<file path="config.mk">
export PLATFORM = sky130hd
export DESIGN_NAME = fsbs_top
export DESIGN_NICKNAME = d
export VERILOG_FILES = /design/src/hdl/fsbs_ep_engine.v /design/src/hdl/fsbs_pulse_detect.v /design/src/hdl/fsbs_top.v
export VERILOG_INCLUDE_DIRS = /design/src /design/src/hdl
export SDC_FILE = /design/constraint.sdc
export NUM_CORES = 1
export LEC_CHECK = 0
export BUFFER_PORTS_ARGS = -buffer_cell sky130_fd_sc_hd__buf_2
export CORE_MARGIN = 2
export CORE_UTILIZATION = 35
export DETAILED_ROUTE_END_ITERATION = 10
export PLACE_DENSITY_LB_ADDON = 0.12
export SLEW_MARGIN = 20
export SYNTH_ARGS = -nofsm -noshare
export SYNTH_HDL_FRONTEND = slang
export SYNTH_HIERARCHICAL = 1
export SYNTH_SLANG_ARGS = --single-unit
</file>
<file path="constraint.sdc">
create_clock -name sys_clk_i -period 2.61 [get_ports sys_clk_i]
set_clock_uncertainty 0.05 [all_clocks]
set_input_delay 0.261 -clock sys_clk_i [delete_from_list [all_inputs] [get_ports sys_clk_i]]
set_output_delay 0.261 -clock sys_clk_i [all_outputs]
set_load 0.02 [all_outputs]
</file>
<file path="src/hdl/fsbs_defines.vh">
// Constants for the flash status and boot select block
`ifndef FSBS_DEFINES_VH
`define FSBS_DEFINES_VH
// APB register byte addresses
`define FSBS_ADDR_CMDSTAT   12'h000
`define FSBS_ADDR_BOOTCFG   12'h004
`define FSBS_ADDR_START     12'h008
`define FSBS_ADDR_IRQ_STAT  12'h00C
`define FSBS_ADDR_IRQ_MASK  12'h010
`define FSBS_ADDR_CTRL      12'h014
// Status bit positions
`define FSBS_BIT_OI         0
`define FSBS_BIT_SV         1
`define FSBS_BIT_HVE        2
`define FSBS_BIT_HVA        3
`define FSBS_STAT_MASK      8'h0F
// Commands
`define FSBS_CMD_LOAD       8'h00
`define FSBS_CMD_ERASE_PGM  8'h68
// Addresses
`define FSBS_APP_START      16'h0000
`define FSBS_VEC_LOW        8'h00
`define FSBS_ROM_BASE       16'hFF00
`define FSBS_ROM_TOP        16'hFFFF
`define FSBS_ROM_BYTES      256
`define FSBS_LOADER_BYTES   512
// Reset values
`define FSBS_RST_CMDSTAT    8'h00
`define FSBS_RST_BOOTVEC    8'h1F
// Timing
`define FSBS_CLK_HZ         25000000
`define FSBS_EP_TIME_US     4000
`define FSBS_EP_CYCLES      ((`FSBS_EP_TIME_US * (`FSBS_CLK_HZ / 1000)) / 1000)
`define FSBS_PWRUP_CYCLES   1000
`define FSBS_PULSE_MIN      4
`define FSBS_PULSE_MAX      1000
`define FSBS_PULSE_GAP_MAX  5000
`define FSBS_PULSE_COUNT    3
`endif

</file>
<file path="src/hdl/fsbs_ep_engine.v">
// Erase-program cycle timer with abort and fault reporting
`timescale 1ns/1ns
`default_nettype none
`include "fsbs_defines.vh"
module fsbs_ep_engine
#(
    parameter EP_CYCLES = `FSBS_EP_CYCLES
)
(
    // Clock and reset
    input  wire        sys_clk_i,
    input  wire        rstn_i,
    // Control
    input  wire        start_i,
    input  wire        irq_i,
    input  wire        brownout_i,
    input  wire        hv_fault_i,
    // Status
    output reg         busy_o,
    output reg         done_o,
    output reg         aborted_o,
    output reg         hv_abort_o
);
    reg [31:0] cnt;
    always @(posedge sys_clk_i or negedge rstn_i)
    begin
        if (!rstn_i)
        begin
            busy_o     <= 1'b0;
            done_o     <= 1'b0;
            aborted_o  <= 1'b0;
            hv_abort_o <= 1'b0;
            cnt        <= 32'h00000000;
        end
        else
        begin
            done_o     <= 1'b0;
            aborted_o  <= 1'b0;
            hv_abort_o <= 1'b0;
            if (start_i && !busy_o)
            begin
                busy_o <= 1'b1;
                cnt    <= 32'h00000000;
            end
            else if (busy_o)
            begin
                if (irq_i || brownout_i || hv_fault_i)
                begin
                    busy_o     <= 1'b0;
                    done_o     <= 1'b1;
                    aborted_o  <= irq_i;
                    hv_abort_o <= irq_i | brownout_i;
                end
                else if (cnt >= EP_CYCLES - 1)
                begin
                    busy_o <= 1'b0;
                    done_o <= 1'b1;
                end
                else
                    cnt <= cnt + 32'h00000001;
            end
        end
    end
endmodule
`default_nettype wire

</file>
<file path="src/hdl/fsbs_pulse_detect.v">
// Reset-pin pulse pattern detector for forced loader entry
`timescale 1ns/1ns
`default_nettype none
`include "fsbs_defines.vh"
module fsbs_pulse_detect
#(
    parameter PWRUP_CYCLES = `FSBS_PWRUP_CYCLES,
    parameter GAP_MAX      = `FSBS_PULSE_GAP_MAX
)
(
    // Clock and reset
    input  wire        sys_clk_i,
    input  wire        rstn_i,
    // Pin and result
    input  wire        pin_low_i,
    output reg         done_o,
    output reg         loader_o
);
    localparam S_HOLD  = 4'b0001;
    localparam S_HIGH  = 4'b0010;
    localparam S_PULSE = 4'b0100;
    localparam S_DONE  = 4'b1000;
    reg [3:0]  state;
    reg [15:0] cnt;
    reg [2:0]  pulses;
    // Pattern must end with a quiet high gap so extra pulses are seen
    always @(posedge sys_clk_i or negedge rstn_i)
    begin
        if (!rstn_i)
        begin
            state    <= S_HOLD;
            cnt      <= 16'h0000;
            pulses   <= 3'h0;
            done_o   <= 1'b0;
            loader_o <= 1'b0;
        end
        else
        begin
            case (state)
            S_HOLD:
            begin
                if (pin_low_i)
                    cnt <= (cnt == 16'hFFFF) ? cnt : cnt + 16'h0001;
                else if (cnt >= PWRUP_CYCLES)
                begin
                    state <= S_HIGH;
                    cnt   <= 16'h0000;
                end
                else
                begin
                    state  <= S_DONE;
                    done_o <= 1'b1;
                end
            end
            S_HIGH:
            begin
                if (pin_low_i)
                begin
                    state <= S_PULSE;
                    cnt   <= 16'h0000;
                end
                else if (cnt >= GAP_MAX)
                begin
                    state    <= S_DONE;
                    done_o   <= 1'b1;
                    loader_o <= (pulses == `FSBS_PULSE_COUNT);
                end
                else
                    cnt <= cnt + 16'h0001;
            end
            S_PULSE:
            begin
                if (pin_low_i)
                    cnt <= (cnt == 16'hFFFF) ? cnt : cnt + 16'h0001;
                else
                begin
                    cnt   <= 16'h0000;
                    state <= S_HIGH;
                    // Badly timed pulse spoils the count
                    if (cnt + 16'h0001 < `FSBS_PULSE_MIN ||
                        cnt >= `FSBS_PULSE_MAX)
                        pulses <= 3'h7;
                    else if (pulses != 3'h7)
                        pulses <= pulses + 3'h1;
                end
            end
            S_DONE:
                done_o <= 1'b1;
            default:
                state <= S_DONE;
            endcase
        end
    end
endmodule
`default_nettype wire

</file>
<file path="src/hdl/fsbs_top.v">
// Flash command/status register, boot start select and APB slave
// Function
// - Interrupt or reset abort sets bit 0
// - Secured target operation sets bit 1
// - High voltage generator fault sets bit 2
// - Interrupt or brown-out during cycle sets 3
// - Start with brown-out detector off sets 3
// - Boot bit zero starts at 0000H
// - Boot bit one starts at vector:00H
// - Boot ROM mapped at FF00 to FFFF
// - Held reset then three pulses force loader
// - Loader entry acts like boot bit set
// - Factory loader in top 512 code bytes
// - External programmer uses two-wire serial path
// - Command write clears all status flags
// - 68H starts cycle, 00H clears page buffer
// - CPU held in program idle during cycle
`timescale 1ns/1ns
`default_nettype none
`include "fsbs_defines.vh"
module fsbs_top
#(
    parameter EP_CYCLES    = `FSBS_EP_CYCLES,
    parameter PWRUP_CYCLES = `FSBS_PWRUP_CYCLES,
    parameter GAP_MAX      = `FSBS_PULSE_GAP_MAX,
    parameter [7:0] BOOT_VECTOR_RST = `FSBS_RST_BOOTVEC
)
(
    // Clock and reset
    input  wire        sys_clk_i,
    input  wire        rstn_i,
    // APB slave
    input  wire        psel_i,
    input  wire        penable_i,
    input  wire        pwrite_i,
    input  wire [11:0] paddr_i,
    input  wire [31:0] pwdata_i,
    output reg  [31:0] prdata_o,
    output reg         pready_o,
    output reg         pslverr_o,
    // Flash environment
    input  wire        cpu_irq_i,
    input  wire        brownout_i,
    input  wire        bod_enabled_i,
    input  wire        hv_fault_i,
    input  wire        target_secured_i,
    input  wire        rst_pin_low_i,
    input  wire        boot_status_i,
    input  wire [7:0]  boot_vector_i,
    input  wire [15:0] fetch_addr_i,
    // Outputs
    output reg         cpu_idle_o,
    output reg         page_clear_o,
    output reg         start_valid_o,
    output reg  [15:0] start_addr_o,
    output reg         boot_rom_sel_o,
    output reg         icp_enable_o,
    output reg         irq_o
);
    reg  [3:0]  status;
    reg  [7:0]  last_cmd;
    reg  [3:0]  irq_stat;
    reg  [3:0]  irq_mask;
    reg         ctrl_icp;
    reg         ctrl_reset_abort;
    reg         pwr_abort_seen;
    reg         ep_start;
    reg  [3:0]  next_status;
    reg  [3:0]  ev;
    reg  [31:0] rd;
    wire        ep_busy;
    wire        ep_done;
    wire        ep_aborted;
    wire        ep_hva;
    wire        pd_done;
    wire        pd_loader;
    wire        wr_acc;
    wire        rd_acc;
    wire        sec_ok;
    function addr_hit;
        input [11:0] a;
        input [11:0] b;
        begin
            addr_hit = (a == b);
        end
    endfunction
    assign wr_acc = psel_i & penable_i & pwrite_i & pready_o;
    assign rd_acc = psel_i & penable_i & ~pwrite_i & pready_o;
    assign sec_ok = 1'b1;
    fsbs_ep_engine
    #(
        .EP_CYCLES  (EP_CYCLES)
    )
    u_ep
    (
        .sys_clk_i  (sys_clk_i),
        .rstn_i     (rstn_i),
        .start_i    (ep_start),
        .irq_i      (cpu_irq_i),
        .brownout_i (brownout_i),
        .hv_fault_i (hv_fault_i),
        .busy_o     (ep_busy),
        .done_o     (ep_done),
        .aborted_o  (ep_aborted),
        .hv_abort_o (ep_hva)
    );
    fsbs_pulse_detect
    #(
        .PWRUP_CYCLES (PWRUP_CYCLES),
        .GAP_MAX      (GAP_MAX)
    )
    u_pd
    (
        .sys_clk_i  (sys_clk_i),
        .rstn_i     (rstn_i),
        .pin_low_i  (rst_pin_low_i),
        .done_o     (pd_done),
        .loader_o   (pd_loader)
    );
    wire cmd_wr = wr_acc & addr_hit(paddr_i, `FSBS_ADDR_CMDSTAT);
    wire cmd_ep = cmd_wr &
                  (pwdata_i[7:0] == `FSBS_CMD_ERASE_PGM);
    // Status events this cycle; set beats the command clear
    always @*
    begin
        ev = 4'h0;
        ev[`FSBS_BIT_OI]  = ep_aborted | pwr_abort_seen;
        ev[`FSBS_BIT_SV]  = cmd_ep & target_secured_i;
        ev[`FSBS_BIT_HVE] = hv_fault_i & ep_busy;
        ev[`FSBS_BIT_HVA] = ep_hva | (cmd_ep & ~bod_enabled_i);
        next_status = status;
        if (cmd_wr)
            next_status = 4'h0;
        next_status = next_status | ev;
    end
    always @*
    begin
        rd = 32'h00000000;
        if (addr_hit(paddr_i, `FSBS_ADDR_CMDSTAT))
            rd = {28'h0000000, status};
        else if (addr_hit(paddr_i, `FSBS_ADDR_BOOTCFG))
            rd = {22'h000000, pd_loader, boot_status_i,
                  boot_vector_i};
        else if (addr_hit(paddr_i, `FSBS_ADDR_START))
            rd = {15'h0000, start_valid_o, start_addr_o};
        else if (addr_hit(paddr_i, `FSBS_ADDR_IRQ_STAT))
            rd = {28'h0000000, irq_stat};
        else if (addr_hit(paddr_i, `FSBS_ADDR_IRQ_MASK))
            rd = {28'h0000000, irq_mask};
        else if (addr_hit(paddr_i, `FSBS_ADDR_CTRL))
            rd = {22'h000000, last_cmd, ctrl_reset_abort, ctrl_icp};
    end
    // Answer one cycle after setup; stall while a cycle runs and in
    // its done cycle, so read data carries the final status
    always @(posedge sys_clk_i or negedge rstn_i)
    begin
        if (!rstn_i)
        begin
            pready_o  <= 1'b0;
            pslverr_o <= 1'b0;
            prdata_o  <= 32'h00000000;
        end
        else
        begin
            pready_o  <= 1'b0;
            pslverr_o <= 1'b0;
            if (psel_i & ~pready_o & ~ep_busy & ~ep_start & ~ep_done)
            begin
                pready_o  <= 1'b1;
                prdata_o  <= rd;
                pslverr_o <= ~(addr_hit(paddr_i, `FSBS_ADDR_CMDSTAT) |
                    addr_hit(paddr_i, `FSBS_ADDR_BOOTCFG) |
                    addr_hit(paddr_i, `FSBS_ADDR_START) |
                    addr_hit(paddr_i, `FSBS_ADDR_IRQ_STAT) |
                    addr_hit(paddr_i, `FSBS_ADDR_IRQ_MASK) |
                    addr_hit(paddr_i, `FSBS_ADDR_CTRL));
            end
            else if (pready_o)
                prdata_o <= 32'h00000000;
        end
    end
    always @(posedge sys_clk_i or negedge rstn_i)
    begin
        if (!rstn_i)
        begin
            status           <= 4'h0;
            last_cmd         <= `FSBS_RST_CMDSTAT;
            irq_stat         <= 4'h0;
            irq_mask         <= 4'h0;
            ctrl_icp         <= 1'b0;
            ctrl_reset_abort <= 1'b0;
            pwr_abort_seen   <= 1'b0;
            ep_start         <= 1'b0;
            page_clear_o     <= 1'b0;
            cpu_idle_o       <= 1'b0;
            irq_o            <= 1'b0;
        end
        else
        begin
            status       <= next_status;
            ep_start     <= cmd_ep & ~target_secured_i & sec_ok;
            page_clear_o <= cmd_wr &
                (pwdata_i[7:0] == `FSBS_CMD_LOAD);
            cpu_idle_o   <= ep_start | (ep_busy & ~ep_done);
            // Reset-interrupted cycle reported once, software flagged
            pwr_abort_seen <= 1'b0;
            if (ctrl_reset_abort)
            begin
                pwr_abort_seen   <= 1'b1;
                ctrl_reset_abort <= 1'b0;
            end
            if (cmd_wr)
                last_cmd <= pwdata_i[7:0];
            if (wr_acc & addr_hit(paddr_i, `FSBS_ADDR_IRQ_MASK))
                irq_mask <= pwdata_i[3:0];
            if (wr_acc & addr_hit(paddr_i, `FSBS_ADDR_CTRL))
            begin
                ctrl_icp         <= pwdata_i[0];
                ctrl_reset_abort <= pwdata_i[1];
            end
            if (wr_acc & addr_hit(paddr_i, `FSBS_ADDR_IRQ_STAT))
                irq_stat <= (irq_stat & ~pwdata_i[3:0]) | ev;
            else
                irq_stat <= irq_stat | ev;
            irq_o <= |((irq_stat | ev) & irq_mask &
                ~(wr_acc & addr_hit(paddr_i, `FSBS_ADDR_IRQ_STAT) ?
                  pwdata_i[3:0] & ~ev : 4'h0));
        end
    end
    // Start address chosen once pulse detection settles
    always @(posedge sys_clk_i or negedge rstn_i)
    begin
        if (!rstn_i)
        begin
            start_valid_o  <= 1'b0;
            start_addr_o   <= `FSBS_APP_START;
            boot_rom_sel_o <= 1'b0;
            icp_enable_o   <= 1'b0;
        end
        else
        begin
            if (pd_done & ~start_valid_o)
            begin
                start_valid_o <= 1'b1;
                if (boot_status_i | pd_loader)
                    start_addr_o <= {boot_vector_i, `FSBS_VEC_LOW};
                else
                    start_addr_o <= `FSBS_APP_START;
            end
            boot_rom_sel_o <= (fetch_addr_i >= `FSBS_ROM_BASE) &&
                (fetch_addr_i <= `FSBS_ROM_TOP);
            icp_enable_o   <= ctrl_icp;
        end
    end
endmodule
`default_nettype wire

</file>
After elaboration in Yosys (flattened, before gate mapping)
Cells that the tools add are included.
{"block": "totals", "ff_bits": 141, "wordCells": 184, "out_inout_bits": 56, "in_bits": 80}
{"block": "op_classes", "muxes": 54, "n_addsub": 4, "magnitude_cmp": 6, "n_eq_ne": 23, "reduce_logical": 20, "bitwise": 49}
{"operator": "$mux 32", "count": 6}
{"operator": "$mux 16", "count": 7}
{"operator": "$mux 17", "count": 3}
{"operator": "$pmux 16 s3", "count": 1}
{"operator": "$add 32x1->32 const B", "count": 1}
{"operator": "$ge 32x17->1 const B", "count": 1}
{"operator": "$lt 32x3->1 const B", "count": 1}
{"operator": "$mux 4", "count": 8}
{"operator": "$mux 10", "count": 3}
{"operator": "$eq 12x4->1 const B", "count": 2}
{"operator": "$eq 12x5->1 const B", "count": 2}
{"operator": "$mux 1", "count": 22}
{"operator": "$and 1x1->1", "count": 19}
{"operator": "$add 16x1->17 const B", "count": 1}
{"operator": "$add 16x1->16 const B", "count": 1}
{"operator": "$and 4x4->4", "count": 4}
{"operator": "$eq 16x16->1 const B", "count": 1}
{"operator": "$ge 16x10->1 const B", "count": 1}
{"operator": "$ge 16x13->1 const B", "count": 1}
{"operator": "$ge 16x16->1 const B", "count": 1}
{"operator": "$le 16x16->1 const B", "count": 1}
{"operator": "$pmux 4 s4", "count": 1}
{"operator": "$eq 12x3->1 const B", "count": 1}
{"operator": "$logic_not 12->1", "count": 1}
{"operator": "27 further kinds", "count": 66}

Depth between registers and ports, before layout
Gate-level depths: netlist of the first run.
{"block": "logic_depth", "word_depth": 13, "mapped_depth": 9, "mapped_depth_nobuf": 7}

By module
Netlist of the first run, hierarchy kept.
{"module": "fsbs_top", "cells_each": 253, "instances": 1, "seq_area_each_um2": 1426.4, "area_each_um2": 2715.1}
{"module": "fsbs_pulse_detect", "cells_each": 221, "instances": 1, "seq_area_each_um2": 626.9, "area_each_um2": 1850.5}
{"module": "fsbs_ep_engine", "cells_each": 171, "instances": 1, "seq_area_each_um2": 900.9, "area_each_um2": 1704.1}

Least setup slack after synthesis of the first run
No wires, ideal clock.
{"block": "synth_path", "path_kind": "register to register", "startpoint": "register u_pd.cnt[0]", "endpoint": "register u_pd.cnt[5]", "n_path_buf": 2, "required_time_ns": 2.434, "stages_incl_launch_ff": 9, "arrival_ns": 2.041, "setup_ns": 0.126, "synth_period_minus_slack_ns": 2.218, "path_slack_ns": 0.392, "path_cell_list": "dfrtp_1 > ha_1 > clkbuf_1 > nand4_1 > or4_1 > nand3_2 > nand2_1 > buf_2 > a221o_1"}
{"block": "synth_via", "elab_chain_len": 4, "word_cells_on_any_way": 13, "classes_between": "add/sub: 1; order compare: 2; eq/ne: 3; mux: 6; reduce/logical: 1"}
{"item": "start, declared", "line_no": "fsbs_pulse_detect.v:24", "source": "reg [15:0] cnt;"}
{"item": "start signal, assigned", "line_no": "fsbs_pulse_detect.v:43", "source": "cnt <= (cnt == 16'hFFFF) ? cnt : cnt + 16'h0001;"}
{"item": "start signal, assigned", "line_no": "fsbs_pulse_detect.v:69", "source": "cnt <= cnt + 16'h0001;"}
{"item": "start signal, assigned", "line_no": "fsbs_pulse_detect.v:74", "source": "cnt <= (cnt == 16'hFFFF) ? cnt : cnt + 16'h0001;"}
{"item": "$add 16x1->16 or $eq 16x16->1 (tied branches)", "line_no": "fsbs_pulse_detect.v:43, fsbs_pulse_detect.v:69, fsbs_pulse_detect.v:74"}
{"item": "$mux 16 (on tied branches)", "line_no": "fsbs_pulse_detect.v:43, fsbs_pulse_detect.v:74, fsbs_pulse_detect.v:62"}
{"item": "$mux 16 (on tied branches)", "line_no": "fsbs_pulse_detect.v:73, fsbs_pulse_detect.v:42, fsbs_pulse_detect.v:57"}
{"item": "$pmux 16 s3", "line_no": "fsbs_pulse_detect.v:39", "source": "case (state)"}
Parallel ways exist; a longest one is shown, timed or not. The select of a mux whose other input is x is not followed.
A chain may end at the register's enable or synchronous reset.

Worst setup path after layout of the first run
{"block": "layout_path", "startpoint": "register u_pd.cnt[7]", "endpoint": "register u_pd.cnt[10]"}
The elaborated chain is that of the path after synthesis.

==> impl_metrics.yaml, run 1 <==
die:
  core_area_sq_um: 17400
  initial_core_util_pct: 36.0
  die_x_microns: 138
  die_area_sq_um: 19000
  rows: 48
  die-height_microns: 138
  io_pins: 136
synth:
  ys_ff_latch: 118
  syn_area_sq_um: 6270
  syn_area_per_cell_sq_um: 9.72
  synthArstFlopShare_pct: 100
  synthDistinctLibCells: 74
  ys_seq_area_share_pct: 47.1
  syn_inst: 645
  synth_edf_count: 0
  yosysWarningCount: 6
  ys.flop_type: "dfrtp_1"
grt:
  antenna_found_initial: 0
  grt_max_degree: 40
  grt_use_total_pct: 17.7
  grt_pass1_vias: 5136
  grt_pass1_wl_microns: 26000
  grt-ovfl-total: 0
clock_tree:
  cts_sinks: 118
  holdBufCountCts: 3
  numCtsBuffers: 17
  cts_tree: "done"
  clk_pin_slew_ns: 0.06
  cts_buffer_depth: 2
  post_cts_buffers: 0
  clk_latency_ns: 0.42
  post_cts_resized: 0
  root_buffer: "clkbuf_16"
  htreeDepth: 4
finish:
  multi_input_area_sq_um: 3000
  syn2layout_area_growth_pct: 19.6
  fillers: 1687
  seq_area_sq_um: 2950
  layout_commonest_cell: "dfrtp_1"
  mostFrequentLayoutCells: "117 x dfrtp_1, 79 x buf_2, 63 x nand2_1"
  drive_gt1_share_pct: 23.3
  nNetsFinal: 821
  diodes: 0
sta:
  setup_tns_ns: 0
  final-hold-violation-count: 0
  holdWs_ns: 0.0159
  rsz0062_at_grt: "no"
  min_period_ns: 2.44
  period_share_pct: 93.5
  relSlewSlack_pct: 49.2
  finalMaxSlewViolations: 0
  worstMarginPinSlew_ns: 0.755
  fmax_mhz: 410
  setup_violations: 0
placement:
  hpwl_microns: 11500
  finalWeightedCongestion: 0.860
  portBuffers: 80
critical_path:
  crit_path_frequent_cell: "nand3_2"
  worstSetupStartpointType: "flop"
  path_delay_family: "simple AND/OR/NAND/NOR gates"
  critPathKind: "flop to flop"
  slowest_delay_ns: 0.57
  crit_fanout: 11
  end_kind: "flop"
  critPathBufInv: 0
  arrival_ns: 2.67
  slowest_stage: "or4_1"
  required_ns: 2.84
  path_cells: "nand3_2 -> or4_1 -> nand3_2 -> nand2_1 -> a2111oi_0 -> a21oi_1"
detailed_routing:
  dr.pass1.iters: 5
  vias: 5257
  first_iter_violations: 339
  routed_wl_microns: 16000
  drt_drc_violations_left: 0
  detail-route-antenna-nets: 0
  post_drt_wl_per_cell_microns: 16.5
  routed_via_density: 5.40
power_and_ir_drop:
  powerDensity_nw_per_um2: 599
  peakVddDrop_mv: 0.373
  p_leak_nw: 3.50
worst_hold_path:
  hold_class: "input pin to flop"
flow_run:
  cap_violations: 0
outcome:
  status: "completed"
[area by class of cell]
| cell class | instances | share of cell area (%) |
|---|---|---|
| multi-input combinational | 475 | 40.0 |
| sequential | 118 | 39.4 |
| timing repair buffer | 103 | 7.77 |
| clock buffer | 18 | 5.72 |
| tap | 225 | 3.75 |
| clock inverter | 14 | 2.37 |
| inverter | 20 | 1.00 |
[registers in the layout, summed over array words and instances (netlist names), 3 cells and up]
register and count:
status 4, u_pd/cnt 16, irq_stat 4, u_pd/state 4, last_cmd 8, irq_mask 4
u_ep/cnt 32, start_addr_o 8, prdata_o 17, u_pd/pulses 3
[path summary, 6_finish.rpt]
path,from,endpoint,slack [ns],cells past startpoint
max reg2reg,u_pd/cnt[7],u_pd/cnt[10],0.17,6
min reg2reg,ctrl_reset_abort,pwr_abort_seen,0.36,0
min,fetch_addr_i[10],boot_rom_sel_o,0.02,3
max in group asynchronous,rstn_i,u_ep/cnt[20],1.41,3
max,u_pd/cnt[7],u_pd/cnt[10],0.17,6
min in group asynchronous,rstn_i,last_cmd[7],0.32,2
[metal layers]
layer  vias up  GRT usage [%]  part of all wire (%)
li1       2502              -                     -
met1      2586           23.0                    46
met4         0           6.35                   1.5
met3        20           3.72                   5.4
met5         -              0                     0
met2       149           29.1                    47
[through the flow]
stage | total power, mW | std cells | util [%] | worst slack [ns] | instance area, sq um
after floorplan | 2.03 | 667 | - | 0.392 | 6350
after global placement | 2.12 | 938 | 39.4 | 0.229 | 6860
after detailed placement | 2.12 | 938 | 39.4 | 0.236 | 6860
after CTS | 4.55 | 973 | 43.1 | 0.218 | 7500
after global routing | 4.66 | 973 | 43.1 | 0.0202 | 7500
final | 4.49 | 973 | 43.1 | 0.169 | 7500
[logic make-up after synthesis]
family	count (synthesis)	synth area share, %
flip-flops	118	47.1
other	1	0.0598
adder cells (fa/ha/maj)	6	1.20
buffers and inverters	74	6.35
multiplexers	27	4.59
XOR/XNOR	3	0.419
AND/OR/NAND/NOR	266	23.8
AO/OA/AOI/OAI	150	16.5
[where the power goes]
| group | internal (mW) | switching [mW] | total (mW) |
|---|---|---|---|
| Combinational | 0.0689 | 0.168 | 0.237 |
| Clock | 1.51 | 0.890 | 2.40 |
| Sequential | 1.84 | 0.0119 | 1.86 |
| Total | 3.42 | 1.07 | 4.49 |
[worst register-to-register path: cells and delay by family, from the launching register on]
family           cells  cell delay (ns)
AO/OA/AOI/OAI        2             0.57
flip-flops           1             0.49
AND/OR/NAND/NOR      4             1.20
[synth_stat cells (6+ instances only)]
cell type / n / area [sq um]
a21oi_1: 28 / 140
a22o_1: 16 / 140
a211oi_1: 6 / 45.0
nand2_1: 63 / 236
nor2_1: 47 / 176
inv_1: 19 / 71.3
mux2i_1: 13 / 130
o21ai_0: 30 / 150
nor4_1: 13 / 81.3
o21ai_1: 12 / 60.1
or4_1: 9 / 67.6
nor3_1: 14 / 70.1
nand3_1: 26 / 130
nand4_1: 13 / 81.3
or3_1: 11 / 68.8
clkbuf_1: 19 / 71.3
dfrtp_1: 117 / 2930
ha_1: 6 / 75.1
and3_1: 10 / 62.6
nor2b_1: 17 / 106
nand2b_1: 8 / 50.1
mux2_2: 14 / 158
a31oi_1: 8 / 50.1
o31ai_1: 14 / 105
buf_4: 24 / 180
(Power assumes the default switching activity.)
==> run 2: changes to the inputs <==
--- a/config.mk
+++ b/config.mk
@@ -7,7 +7,6 @@
 export NUM_CORES = 1
 export LEC_CHECK = 0
 export BUFFER_PORTS_ARGS = -buffer_cell sky130_fd_sc_hd__buf_2
-export CORE_MARGIN = 2
 export CORE_UTILIZATION = 35
 export DETAILED_ROUTE_END_ITERATION = 10
 export PLACE_DENSITY_LB_ADDON = 0.12
==> impl_metrics.yaml, run 2 (synthesized netlist as in run 1, its figures left out) <==
placement:
  portBuffers: 80
  dpl.cell_count: 937
  finalWeightedCongestion: 0.867
  hpwl_microns: 11500
  pre_cts_ws_ns: 0.326
clock_tree:
  post_cts_resized: 0
  clk_latency_ns: 0.41
  cts_sinks: 118
  clk_pin_slew_ns: 0.06
  root_buffer: "clkbuf_16"
  htreeDepth: 4
  cts_tree: "done"
  numCtsBuffers: 17
  cts_buffer_depth: 2
sta:
  setup_ws_ns: 0.308
  relSlewSlack_pct: 51.3
  final-hold-violation-count: 0
  period_share_pct: 88.2
  worstMarginPinSlew_ns: 0.724
  min_period_ns: 2.30
  setup_tns_ns: 0
  setup_violations: 0
  finalMaxSlewViolations: 0
  fmax_mhz: 434
  rsz0062_at_grt: "no"
critical_path:
  worstSetupStartpointType: "flop"
  slowest_stage: "dfrtp_1"
  end_kind: "flop"
  slowest_delay_ns: 0.53
  path_cells: "nand3_1 -> o31ai_1 -> nor4b_1 -> nand4_1 -> a22oi_1"
  required_ns: 2.89
  crit_fanout: 9
  arrival_ns: 2.58
  critPathKind: "flop to flop"
power_and_ir_drop:
  finalPower_mw: 4.40
  powerDensity_nw_per_um2: 589
  p_leak_nw: 3.48
  peakVddDrop_mv: 0.406
finish:
  fin_cells: 971
  mostFrequentLayoutCells: "117 x dfrtp_1, 79 x buf_2, 63 x nand2_1"
  nNetsFinal: 819
  reg_top3: "u_ep/cnt (32), prdata_o (17), u_pd/cnt (16)"
  syn2layout_area_growth_pct: 19.3
  largest_reg_flops: 32
  layout_commonest_cell: "dfrtp_1"
  regMostFlops: "u_ep/cnt"
  drive_gt1_share_pct: 23.3
  diodes: 0
detailed_routing:
  routed_via_density: 5.35
  dr.pass1.iters: 5
  first_iter_violations: 375
  highest-signal-layer: "met4"
  detail-route-antenna-nets: 0
  met2WireLength_microns: 7490
  route.met3.wl_microns: 780
  drt_drc_violations_left: 0
  post_drt_wl_per_cell_microns: 16.4
  routed_wl_microns: 15900
  vias: 5192
  met1_length_microns: 7410
die:
  io_pins: 136
  die_x_microns: 136
  rows: 48
  initial_core_util_pct: 36.0
  die-height_microns: 136
  core_area_sq_um: 17400
  die_area_sq_um: 18500
grt:
  antenna_found_initial: 0
  grt_pass1_wl_microns: 25900
  grt-ovfl-total: 0
  grt_max_degree: 53
  grt_pass1_vias: 5166
  grt_use_total_pct: 18.1
outcome:
  status: "completed"
flow_run:
  cap_violations: 0
worst_hold_path:
  hold_class: "input pin to flop"
[run 2: worst max-delay path, delay by kind of cell (launching register included)]
kind	cells	cell delay, ns
AOI/OAI and AO/OA	2	0.56
DFF	1	0.53
and+or+nand+nor	3	1.09
[run 2: repair_timing]
| action | in CTS | in global routing |
|---|---|---|
| endpoints found under the hold margin | 25 | 0 |
| buffers inserted | 0 | 0 |
| hold buffers | 2 | 0 |
[run 2: stage by stage]
| step | utilization [%] | hold slack [ns] | instance area [sq um] |
|---|---|---|---|
| 2_1_floorplan | - | -0.0846 | 6350 |
| 3_3_place_gp | 39.4 | 0.144 | 6870 |
| 3_5_place_dp | 39.4 | 0.151 | 6870 |
| 4_1_cts | 42.9 | 0.00878 | 7480 |
| 5_1_grt | 42.9 | 0.0214 | 7480 |
| 6_report | 42.9 | 0.0236 | 7480 |
[run 2: worst paths after layout]
kind                                       start              to  slack (ns)  depth (start not counted)
min in group asynchronous                 rstn_i    prdata_o[12]        0.25                          2
worst max-delay path                 u_pd/cnt[2]  u_pd/pulses[2]        0.31                          5
worst min register to register  ctrl_reset_abort  pwr_abort_seen        0.35                          0
worst max register to register       u_pd/cnt[2]  u_pd/pulses[2]        0.31                          5
worst min-delay path            fetch_addr_i[14]  boot_rom_sel_o        0.02                          3
max in group asynchronous                 rstn_i   u_pd/state[0]        1.59                          3
[run 2: cell type report]
class / count / area [sq um]
timing repair buffer: 101 / 578
sequential: 118 / 2950
inverter: 20 / 75.1
tap: 225 / 282
fill: 1728 / 9940
multi-input combinational: 475 / 3000
clock inverter: 14 / 149
clock buffer: 18 / 439
[run 2: power by group]
group	total [mW]	internal, mW	switching [mW]	leakage (nW)
clock	2.31	1.43	0.877	0.267
sequential	1.86	1.84	0.0117	1.55
combinational	0.237	0.0700	0.167	1.67
[run 2: per-layer routing]
| layer | track usage [%] | vias up |
|---|---|---|
| li1 | - | 2502 |
| met1 | 23.2 | 2530 |
| met2 | 29.9 | 137 |
| met3 | 4.21 | 23 |
| met4 | 5.93 | 0 |
| met5 | 0 | - |
